[config.mk]
export PLATFORM = sky130hd
export DESIGN_NAME = timer2_core
export DESIGN_NICKNAME = d
export VERILOG_FILES = /design/src/verilog/div8_sync.v /design/src/verilog/timer2_core.v
export VERILOG_INCLUDE_DIRS = /design/src /design/src/verilog
export SDC_FILE = /design/constraint.sdc
export NUM_CORES = 1
export LEC_CHECK = 0
export BUFFER_PORTS_ARGS = -buffer_cell sky130_fd_sc_hd__buf_4
export CAP_MARGIN = 30
export CELL_PAD_IN_SITES_DETAIL_PLACEMENT = 0
export CELL_PAD_IN_SITES_GLOBAL_PLACEMENT = 1
export CORE_UTILIZATION = 41
export DETAILED_ROUTE_END_ITERATION = 8
export PLACE_DENSITY_LB_ADDON = 0.1
export SETUP_SLACK_MARGIN = 0.3
export SLEW_MARGIN = 40
export SYNTH_ARGS = -nofsm -noshare
export SYNTH_HDL_FRONTEND = slang
export SYNTH_SLANG_ARGS = --single-unit
[constraint.sdc]
create_clock -name CLK -period 2 [get_ports CLK]
set_input_delay 0.3 -clock CLK [delete_from_list [all_inputs] [get_ports CLK]]
set_output_delay 0.3 -clock CLK [all_outputs]
set_load 0.02 [all_outputs]
[src/verilog/timer2_consts.vh]
// constants for the reload/split/capture timer
`ifndef TIMER2_CONSTS_VH
`define TIMER2_CONSTS_VH
// register addresses
`define ADDR_CTRL 8'hC8
`define ADDR_RELOAD_LO 8'hCA
`define ADDR_RELOAD_HI 8'hCB
`define ADDR_COUNT_LO 8'hCC
`define ADDR_COUNT_HI 8'hCD
`define ADDR_CLKCTRL 8'h8E
// control register fields
`define CTL_HIGH_FLAG 7
`define CTL_LOW_FLAG 6
`define CTL_LOW_IRQ_EN 5
`define CTL_CAPTURE_EN 4
`define CTL_SPLIT 3
`define CTL_RUN 2
`define CTL_CAP_SRC 1
`define CTL_EXT_SEL 0
// clock control fields used here
`define CKC_HIGH_SEL 5
`define CKC_LOW_SEL 4
// reset value and all-ones byte
`define RST_BYTE 8'h00
`define BYTE_ALL_ONES 8'hFF
// prescalers
`define DIV12_LAST 4'hB
`define DIV12_ZERO 4'h0
`define DIV12_ONE 4'h1
`define DIV8_LAST 3'h7
`define DIV8_ZERO 3'h0
`define DIV8_ONE 3'h1
`endif

[src/verilog/div8_sync.v]
// synchronise an outside oscillator and emit one pulse per eight of its cycles
`timescale 1ns/1ps
`include "timer2_consts.vh"
module div8_sync (
    input wire clk,
    input wire resetn,
    input wire osc_in,
    output reg tick_q
);
    reg meta_q;
    reg sync_q;
    reg prev_q;
    reg [2:0] cnt_q;
    wire rise;

    // three flops; the edge detector looks at the second and third, never the first
    always @(posedge clk or negedge resetn)
    begin
        if (!resetn)
        begin
            meta_q <= 1'b0;
            sync_q <= 1'b0;
            prev_q <= 1'b0;
        end
        else
        begin
            meta_q <= osc_in;
            sync_q <= meta_q;
            prev_q <= sync_q;
        end
    end

    assign rise = sync_q & ~prev_q;

    // count rising edges; pulse once per eighth edge
    always @(posedge clk or negedge resetn)
    begin
        if (!resetn)
        begin
            cnt_q <= `DIV8_ZERO;
            tick_q <= 1'b0;
        end
        else
        begin
            tick_q <= rise && (cnt_q == `DIV8_LAST);
            if (rise)
                cnt_q <= cnt_q + `DIV8_ONE;
        end
    end
endmodule // div8_sync

[src/verilog/timer2_core.v]
// reload/split/capture timer with its byte-wide special function registers
`timescale 1ns/1ps
`include "timer2_consts.vh"
//////////////////////////////////////////////////////////////////////////////
// Contract
// - 16-bit mode wraps, reloads, sets high flag
// - interrupt on every 16-bit overflow when enabled
// - low-byte wrap also interrupts if low enable
// - split mode: two independent reloading 8-bit timers
// - run gates whole timer, or high byte only
// - per-byte clock select: system, /12, ext/8 or rtc/8
// - divided outside clock synchronised before use
// - high flag set on high byte wrap
// - low flag set on low wrap, any mode
// - split mode interrupts from high, optionally low
// - flags only cleared by software writes
// - capture copies count to reload, sets high flag
// - capture source: 0 rtc/8, 1 ext/8
// - with ext select, source bit picks count clock
// - ext select picks /12 or divided source
// - low select clocks whole timer or low byte
// - high select matters only in split mode
module timer2_core (
    input wire CLK,
    input wire RESETN,
    input wire [7:0] SFR_ADDR,
    input wire [7:0] SFR_WDATA,
    input wire SFR_WE,
    input wire SFR_RE,
    output reg [7:0] SFR_RDATA,
    input wire [7:0] CLOCK_CONTROL,
    input wire TIMER_IRQ_ENABLE,
    input wire EXT_OSC,
    input wire RTC_OSC,
    output reg IRQ
);
    reg [7:0] ctrl_q;
    reg [7:0] ctrl_d;
    reg [7:0] rld_lo_q;
    reg [7:0] rld_lo_d;
    reg [7:0] rld_hi_q;
    reg [7:0] rld_hi_d;
    reg [7:0] cnt_lo_q;
    reg [7:0] cnt_lo_d;
    reg [7:0] cnt_hi_q;
    reg [7:0] cnt_hi_d;
    reg [3:0] div12_q;
    reg div12_tick_q;
    wire ext_tick;
    wire rtc_tick;
    wire split;
    wire run;
    wire div_tick;
    wire cap_tick;
    wire lo_tick;
    wire hi_tick;
    wire lo_en;
    wire hi_en;
    wire lo_wrap;
    wire hi_wrap;
    wire wr_cnt_lo;
    wire wr_cnt_hi;
    wire [7:0] rdata_d;
    wire irq_d;

    //////////////////////////////////////////////////////////////////////////
    // outside oscillators, synchronised and divided by eight
    div8_sync u_ext_div (
        .clk(CLK),
        .resetn(RESETN),
        .osc_in(EXT_OSC),
        .tick_q(ext_tick)
    );
    div8_sync u_rtc_div (
        .clk(CLK),
        .resetn(RESETN),
        .osc_in(RTC_OSC),
        .tick_q(rtc_tick)
    );

    // free-running divide by twelve of the system clock
    // it never restarts, so the first /12 step after run lands anywhere in 12 clocks
    always @(posedge CLK or negedge RESETN)
    begin
        if (!RESETN)
        begin
            div12_q <= `DIV12_ZERO;
            div12_tick_q <= 1'b0;
        end
        else
        begin
            div12_tick_q <= (div12_q == `DIV12_LAST);
            div12_q <= (div12_q == `DIV12_LAST) ? `DIV12_ZERO : div12_q + `DIV12_ONE;
        end
    end

    //////////////////////////////////////////////////////////////////////////
    // clock selection and enables
    assign split = ctrl_q[`CTL_SPLIT];
    assign run = ctrl_q[`CTL_RUN];
    // non-system source: /12, or the divided clock chosen by the source bit
    assign div_tick = !ctrl_q[`CTL_EXT_SEL] ? div12_tick_q :
                      (ctrl_q[`CTL_CAP_SRC] ? rtc_tick : ext_tick);
    // capture trigger: 0 uses rtc/8, 1 uses ext/8
    assign cap_tick = ctrl_q[`CTL_CAPTURE_EN] &
                      (ctrl_q[`CTL_CAP_SRC] ? ext_tick : rtc_tick);
    assign lo_tick = CLOCK_CONTROL[`CKC_LOW_SEL] ? 1'b1 : div_tick;
    // high select ignored unless split
    assign hi_tick = !split ? lo_tick :
                     (CLOCK_CONTROL[`CKC_HIGH_SEL] ? 1'b1 : div_tick);
    // split low byte runs regardless of run bit
    assign lo_en = lo_tick & (split | run);
    // in 16-bit mode the high byte steps on the low byte's carry
    assign hi_en = split ? (hi_tick & run) : (lo_en & (cnt_lo_q == `BYTE_ALL_ONES));
    assign lo_wrap = lo_en & (cnt_lo_q == `BYTE_ALL_ONES);
    assign hi_wrap = hi_en & (cnt_hi_q == `BYTE_ALL_ONES);

    // a software write to a count byte replaces that byte's step this cycle
    assign wr_cnt_lo = SFR_WE & (SFR_ADDR == `ADDR_COUNT_LO);
    assign wr_cnt_hi = SFR_WE & (SFR_ADDR == `ADDR_COUNT_HI);

    //////////////////////////////////////////////////////////////////////////
    // next state of registers; reloads, captures and flag sets override software writes
    always @*
    begin
        ctrl_d = ctrl_q;
        rld_lo_d = rld_lo_q;
        rld_hi_d = rld_hi_q;
        cnt_lo_d = cnt_lo_q;
        cnt_hi_d = cnt_hi_q;
        // software writes first, so later hardware terms win
        // an unmapped address leaves every register as it was
        if (SFR_WE)
        begin
            case (SFR_ADDR)
                `ADDR_CTRL: ctrl_d = SFR_WDATA;
                `ADDR_RELOAD_LO: rld_lo_d = SFR_WDATA;
                `ADDR_RELOAD_HI: rld_hi_d = SFR_WDATA;
                `ADDR_COUNT_LO: cnt_lo_d = SFR_WDATA;
                `ADDR_COUNT_HI: cnt_hi_d = SFR_WDATA;
                default: ctrl_d = ctrl_q;
            endcase
        end

        // counting; a byte written this cycle keeps the written value
        if (lo_en & ~wr_cnt_lo)
            cnt_lo_d = cnt_lo_q + 8'h01;
        if (hi_en & ~wr_cnt_hi)
            cnt_hi_d = cnt_hi_q + 8'h01;

        // wrap reloads beat a same-cycle software write
        if (split)
        begin
            if (lo_wrap)
                cnt_lo_d = rld_lo_q;
            if (hi_wrap)
                cnt_hi_d = rld_hi_q;
        end
        else if (hi_wrap)
        begin
            cnt_lo_d = rld_lo_q;
            cnt_hi_d = rld_hi_q;
        end

        // capture takes the count as it stands this cycle
        // capture is not blocked in split mode; software keeps 16-bit mode
        if (cap_tick)
        begin
            rld_lo_d = cnt_lo_q;
            rld_hi_d = cnt_hi_q;
        end

        // flag sets win over a same-cycle software clear
        if (lo_wrap)
            ctrl_d[`CTL_LOW_FLAG] = 1'b1;
        if (hi_wrap | cap_tick)
            ctrl_d[`CTL_HIGH_FLAG] = 1'b1;
    end

    // interrupt level; a stuck flag keeps requesting until software clears it
    assign irq_d = TIMER_IRQ_ENABLE & (ctrl_d[`CTL_HIGH_FLAG] |
                   (ctrl_d[`CTL_LOW_FLAG] & ctrl_d[`CTL_LOW_IRQ_EN]));

    // read mux; unmapped addresses read zero
    assign rdata_d = (SFR_ADDR == `ADDR_CTRL) ? ctrl_q :
                     (SFR_ADDR == `ADDR_RELOAD_LO) ? rld_lo_q :
                     (SFR_ADDR == `ADDR_RELOAD_HI) ? rld_hi_q :
                     (SFR_ADDR == `ADDR_COUNT_LO) ? cnt_lo_q :
                     (SFR_ADDR == `ADDR_COUNT_HI) ? cnt_hi_q : `RST_BYTE;

    //////////////////////////////////////////////////////////////////////////
    // state registers
    // read data moves only on a read strobe and holds between reads
    always @(posedge CLK or negedge RESETN)
    begin
        if (!RESETN)
        begin
            ctrl_q <= `RST_BYTE;
            rld_lo_q <= `RST_BYTE;
            rld_hi_q <= `RST_BYTE;
            cnt_lo_q <= `RST_BYTE;
            cnt_hi_q <= `RST_BYTE;
            SFR_RDATA <= `RST_BYTE;
            IRQ <= 1'b0;
        end
        else
        begin
            ctrl_q <= ctrl_d;
            rld_lo_q <= rld_lo_d;
            rld_hi_q <= rld_hi_d;
            cnt_lo_q <= cnt_lo_d;
            cnt_hi_q <= cnt_hi_d;
            IRQ <= irq_d;
            if (SFR_RE)
                SFR_RDATA <= rdata_d;
        end
    end
endmodule // timer2_core

Yosys cells after proc, flatten, opt, wreduce, memory -nomap -nowiden

Cells that the tools add are included.

Bitwise gates (word level): 20
Multiplexer cells: 33
Equality and inequality tests: 10
Add/subtract/negate cells: 5
Reductions and logical operators: 11

Operators by type and width:

| kind                  | count |
|---|---|
| $mux W8               | 23 |
| $eq A8 B8 Y1 const B  | 7 |
| $add A8 B1 Y8 const B | 2 |
| $and A1 B1 Y1         | 13 |
| $mux W1               | 9 |
| $reduce_and A2 Y1     | 4 |
| $add A3 B1 Y3 const B | 2 |
| $eq A3 B3 Y1 const B  | 2 |
| $reduce_bool A2 Y1    | 3 |
| $reduce_bool A3 Y1    | 2 |
| $add A4 B1 Y4 const B | 1 |
| $eq A4 B4 Y1 const B  | 1 |
| $mux W4               | 1 |
| $not A1 Y1            | 4 |
| $or A1 B1 Y1          | 3 |
| $logic_and A1 B1 Y1   | 2 |

Output and inout port bits: 9
Word-level logic and storage cells: 99
Input port bits: 31
Register bits: 68

Logic depth before layout (Yosys ltp)

Word-level depth: 11
Depth in mapped cells: 8
Depth with buffers taken out: 7

Modules after synthesis

Synthesis repeated with hierarchy kept, for this count alone.

Cells, all modules: 362
Area, all modules: 3708.6 um2

Modules (own cells, without submodules):

| module      | times used | cells each | area an instance (um2) | sequential area each (um2) |
|---|---|---|---|---|
| timer2_core | 1          | 334        | 3188.1                 | 1351.3 |
| div8_sync   | 2          | 14         | 260.2                  | 175.2 |

Worst setup path before layout

Ideal clock, no wire load.

Kind: reg2reg
Start point: register cnt_lo_q[0]
End point: register cnt_lo_q[5]
Arrival time: 1.857 ns
Path slack: 0.024 ns
Library setup time: 0.119 ns
Cell stages (with the launch flop): 8
Period minus slack after synthesis: 1.976 ns
Data required time: 1.881 ns
Buffers on the path: 1
Path through: dfrtp_1 ha_1 nand3_2 nor4b_4 a21oi_2 o31ai_4 buf_6 o21ai_2

Longest elaborated chain between the ends: 6
Elaborated cells between the ends (all ways): 9
Classes of those cells: add/sub (1); eq/ne (1); mux (5); bitwise (2)

RTL lines:

| element                                                               | line              | RTL |
|---|---|---|
| start: declaration                                                    | timer2_core.v:43  | `reg [7:0] cnt_lo_q;` |
| start signal: assignment                                              | timer2_core.v:201 | `` cnt_lo_q <= `RST_BYTE; `` |
| start signal: assignment                                              | timer2_core.v:211 | `cnt_lo_q <= cnt_lo_d;` |
| parallel branches: the longest is 5 deep, another holds $add A8 B1 Y8 | --                |  |
| $mux W8 (*)                                                           | timer2_core.v:152 | `if (split)` |
| named net cnt_lo_d[5]                                                 | timer2_core.v:44  | `reg [7:0] cnt_lo_d;` |

Mark *: on every way through the listed nets, which the timed path passes.
A chain may end at the register's enable or synchronous reset.

Worst setup path after layout

Start point: register ctrl_q[1]
End point: register cnt_hi_q[6]

Longest elaborated chain between the ends: 9
Elaborated cells between the ends (all ways): 16
Classes of those cells: mux (8); bitwise (5); reduce/logical (3)

RTL lines:

| element                                                               | line                                 | RTL |
|---|---|---|
| start: declaration                                                    | timer2_core.v:37                     | `reg [7:0] ctrl_q;` |
| start signal: assignment                                              | timer2_core.v:198                    | `` ctrl_q <= `RST_BYTE; `` |
| start signal: assignment                                              | timer2_core.v:208                    | `ctrl_q <= ctrl_d;` |
| $mux W1 (*)                                                           | timer2_core.v:103                    | `` (ctrl_q[`CTL_CAP_SRC] ? rtc_tick : ext_tick); `` |
| $mux W1 (*)                                                           | timer2_core.v:102                    | `` assign div_tick = !ctrl_q[`CTL_EXT_SEL] ? div12_tick_q : `` |
| $mux W1, on equally long branches                                     | timer2_core.v:107, timer2_core.v:110 |  |
| $and A1 B1 Y1 / $mux W1 (equally long branches)                       | timer2_core.v:112, timer2_core.v:109 |  |
| $and A1 B1 Y1                                                         | timer2_core.v:114                    | `` assign hi_en = split ? (hi_tick & run) : (lo_en & (cnt_lo_q == `BYTE_ALL_ONES)); `` |
| $mux W1 (*)                                                           | timer2_core.v:114                    |  |
| $and A1 B1 Y1, on equally long branches                               | timer2_core.v:116, timer2_core.v:148 |  |
| $reduce_bool A3 Y1 (no source line) / $mux W8 (equally long branches) | --                                   |  |
| $reduce_and A2 Y1 (no source line) / $mux W8 (equally long branches)  | --                                   |  |
| end signal: assignment                                                | timer2_core.v:202                    | `` cnt_hi_q <= `RST_BYTE; `` |
| end signal: assignment                                                | timer2_core.v:212                    | `cnt_hi_q <= cnt_hi_d;` |
| end: declaration                                                      | timer2_core.v:45                     | `reg [7:0] cnt_hi_q;` |

Every way passes the cells marked *; elsewhere a longest branch is shown, timed or not.

==> reports/qor.yml <==
run_status:
  status: "completed"
sta:
  tightestPinTransition_ns: 0.522
  hold_violations: 0
  maxSlewViolCount: 0
  rsz0062_at_grt: "yes"
  fin_ws_ns: 0.223
  final.min_clock_period_ns: 1.78
  slew_headroom_pct: 64.8
  setup_viol: 0
  setup_tns_ns: 0
  max_freq_ghz: 0.563
  fin_crit_sh_pct: 88.8
  clock-skew-final_ns: 0.00945
synth:
  synth_top_area_cell: "dfrtp_1"
  synth_nets: 412
  ys.flop_type: "dfrtp_1"
  synthesis.area_um2: 3740
  ys_types: 56
  ys_ff_latch: 68
  synth_edf_count: 0
  ys_seq_area_share_pct: 45.5
  syn_inst: 374
  avgSynthCellArea_um2: 10.0
  synthTopCellsByArea: "dfrtp_1, mux2i_1, nand2_1"
  async_reset_ff_share_pct: 100
  yosysWarnings: 0
  synth_top_area_share_pct: 45.5
setup_path:
  crit_type: "reg -> reg"
  startpoint_type: "register"
  timing.rr.end: "cnt_hi_q[6]"
  reg2reg_slack_ns: 0.22
  cp_common_cell: "a21o_4"
  worstPathArrival_ns: 2.01
  cp_max_fo: 5
  critPathSlowestCell: "dfrtp_1"
  reg2reg_depth: 5
  cp_cell_sequence: "mux2i_4 -> a31oi_4 -> a21o_4 -> a21o_4 -> o221a_4"
  worst_ep_required_time_ns: 2.24
  cp_num_buf_inv: 0
  slowest_delay_ns: 0.41
  critPathTopFamily: "compound AO/OA/AOI/OAI gates"
  cp-end-kind: "register"
  r2r_start: "ctrl_q[1]"
clocking:
  cts_tree: "yes"
  cts_buffer_depth: 2
  clockRootBuffer: "clkbuf_8"
  path_clk_slew_ns: 0.08
  htreeDepth: 3
  cts_num_sinks: 68
  numCtsBuffers: 9
  clk-insertion-delay-late_ns: 0.35
pwr:
  p_leak_nw: 2.14
  vdd_drop_max_uv: 508
  power_density_nw_per_um2: 797
die:
  fp-row-count: 34
  ios: 40
  fp.dieW_um: 97.5
  core_area_um2: 8760
  die_h_um: 97.5
  start_util_pct: 42.7
  fp.dieArea_um2: 9510
placement:
  dpl.cell_count: 539
  post-place-ws_ns: 0.0211
  dp_hpwl_um: 7210
  gp_congestion: 0.799
  port-buffer-count: 33
detailed_routing:
  drc: 0
  wl_um: 9920
  wl_per_cell_um: 17.7
  vias: 3103
  viasPerCell: 5.54
  ant_nets: 0
  drt-initial-drc-count: 79
  drtPass1Iterations: 5
min_path:
  hold_end: "u_rtc_div.meta_q"
  hold_class: "in -> reg"
  hold_depth: 1
  worstHoldStart: "RTC_OSC"
layout:
  fin_cells: 560
  utilization_pct: 55.8
  nets: 485
  diodes: 0
  drive_above_1_share_pct: 34.1
  area_growth_pct: 30.7
  fillCellCount: 797
flow_run:
  drv_cap: 0
global_route:
  grt_pass1_vias: 3093
  antenna_found_initial: 0
  gr-total-overflow: 0
  grt_usage_pct: 22.2
  grt_max_degree: 39
  grt_pass1_wl_um: 16400
-- Yosys cell counts, types with 7 or more instances --
cell type / instances
o21ai_0: 24
a21oi_1: 12
a31oi_1: 7
nor2_1: 29
mux2i_1: 39
nand2_2: 8
nand2_1: 36
ha_1: 7
nand4_1: 7
nor2b_1: 9
nand3_1: 9
o21ai_2: 8
clkbuf_1: 10
inv_1: 13
mux2_2: 9
dfrtp_1: 68
o22ai_1: 8
xnor2_1: 9
-- kinds of logic (layout without fill, tap and decap cells) --
| kind of cell | count (synthesis) | count (layout) | synth area share, % |
|---|---|---|---|
| flip-flops | 68 | 68 | 45.5 |
| AND/OR/NAND/NOR | 124 | 124 | 17.2 |
| buffers and inverters | 31 | 109 | 3.58 |
| AO/OA/AOI/OAI | 83 | 83 | 15.0 |
| multiplexers | 49 | 49 | 13.5 |
| adder cells (fa/ha/maj) | 7 | 7 | 2.34 |
| XOR/XNOR | 12 | 12 | 2.81 |
-- layout by cell type (no fill, tap or decap), types with 3 or more instances in the layout --
| master | count |
|---|---|
| o21ai_1 | 3 |
| o21ai_2 | 8 |
| ha_1 | 5 |
| nand4_1 | 7 |
| xnor2_1 | 9 |
| o22ai_1 | 8 |
| a31oi_1 | 5 |
| nor2b_1 | 7 |
| nand2_1 | 34 |
| bufinv_16 | 3 |
| nand2_2 | 8 |
| inv_1 | 13 |
| mux2_2 | 9 |
| mux2i_1 | 38 |
| a21oi_1 | 10 |
| buf_4 | 73 |
| buf_6 | 5 |
| clkbuf_8 | 11 |
| xor2_1 | 3 |
| nor2_1 | 28 |
| o311ai_0 | 4 |
| nand3_1 | 7 |
| and3_1 | 3 |
| and2_1 | 3 |
| dfrtp_1 | 67 |
| o21ai_0 | 23 |
-- how the worst max path moves through the flow --
stage,startpoint,end,depth (start not counted)
global route,cnt_lo_q[0],cnt_hi_q[4],8
CTS,cnt_lo_q[0],cnt_hi_q[3],7
detailed placement,SFR_ADDR[5],IRQ,7
floorplan,cnt_lo_q[0],cnt_lo_q[5],7
finish,ctrl_q[1],cnt_hi_q[6],5
global placement,SFR_ADDR[5],IRQ,7
-- layer usage --
metal / up-vias / wire length, um / GRT usage, %
met5: - / 0 / 0
met2: 83 / 4800 / 35.7
li1: 1498 / - / -
met4: 0 / 221 / 8.60
met1: 1505 / 4460 / 30.2
met3: 17 / 435 / 3.17
-- layout make-up --
type                            instances  area, um2  area share (%)
Timing Repair Buffer                   80        634            13.0
Clock inverter                          5        108            2.20
Clock buffer                           11        151            3.10
Inverter                               13       48.8           0.998
Tap cell                              108        135            2.76
Sequential cell                        68       1700            34.8
Multi-Input combinational cell        275       2110            43.1
-- flip-flops by register name (all words and copies together), names as in the netlist --
register / flops
u_ext_div.prev_q: 1
u_rtc_div.prev_q: 1
ctrl_q: 8
SFR_RDATA: 8
rld_lo_q: 8
u_rtc_div.meta_q: 1
u_ext_div.tick_q: 1
IRQ: 1
cnt_lo_q: 8
u_ext_div.sync_q: 1
cnt_hi_q: 8
u_rtc_div.sync_q: 1
div12_q: 4
u_ext_div.meta_q: 1
u_rtc_div.cnt_q: 3
u_rtc_div.tick_q: 1
div12_tick_q: 1
rld_hi_q: 8
u_ext_div.cnt_q: 3
-- power breakdown --
part	leakage (nW)	switching, W	total (W)	internal [W]
Combinational	1.19	0.000354	0.000715	0.000361
Clock	0.130	0.000564	0.00147	0.000901
Sequential	0.821	0.000153	0.00171	0.00156
Total	2.14	0.00107	0.00390	0.00282
-- repair_timing --
item,4_1_cts,5_1_grt
hold endpoints to repair,30,0
pin swaps,12,10
hold buffers,1,0
gates resized for setup,20,15
gates cloned,0,0
setup buffers,3,1
setup endpoints to repair,18,17
-- per-stage QoR --
step                instance area [um2]  hold slack (ns)  total power [W]
CTS                                4800           0.0522          0.00391
floorplan                          3780          0.00441          0.00211
detailed placement                 4400            0.261          0.00243
finish                             4890           0.0599          0.00390
global placement                   4400            0.259          0.00240
global route                       4890           0.0476          0.00410
(Power assumes the default switching activity.)
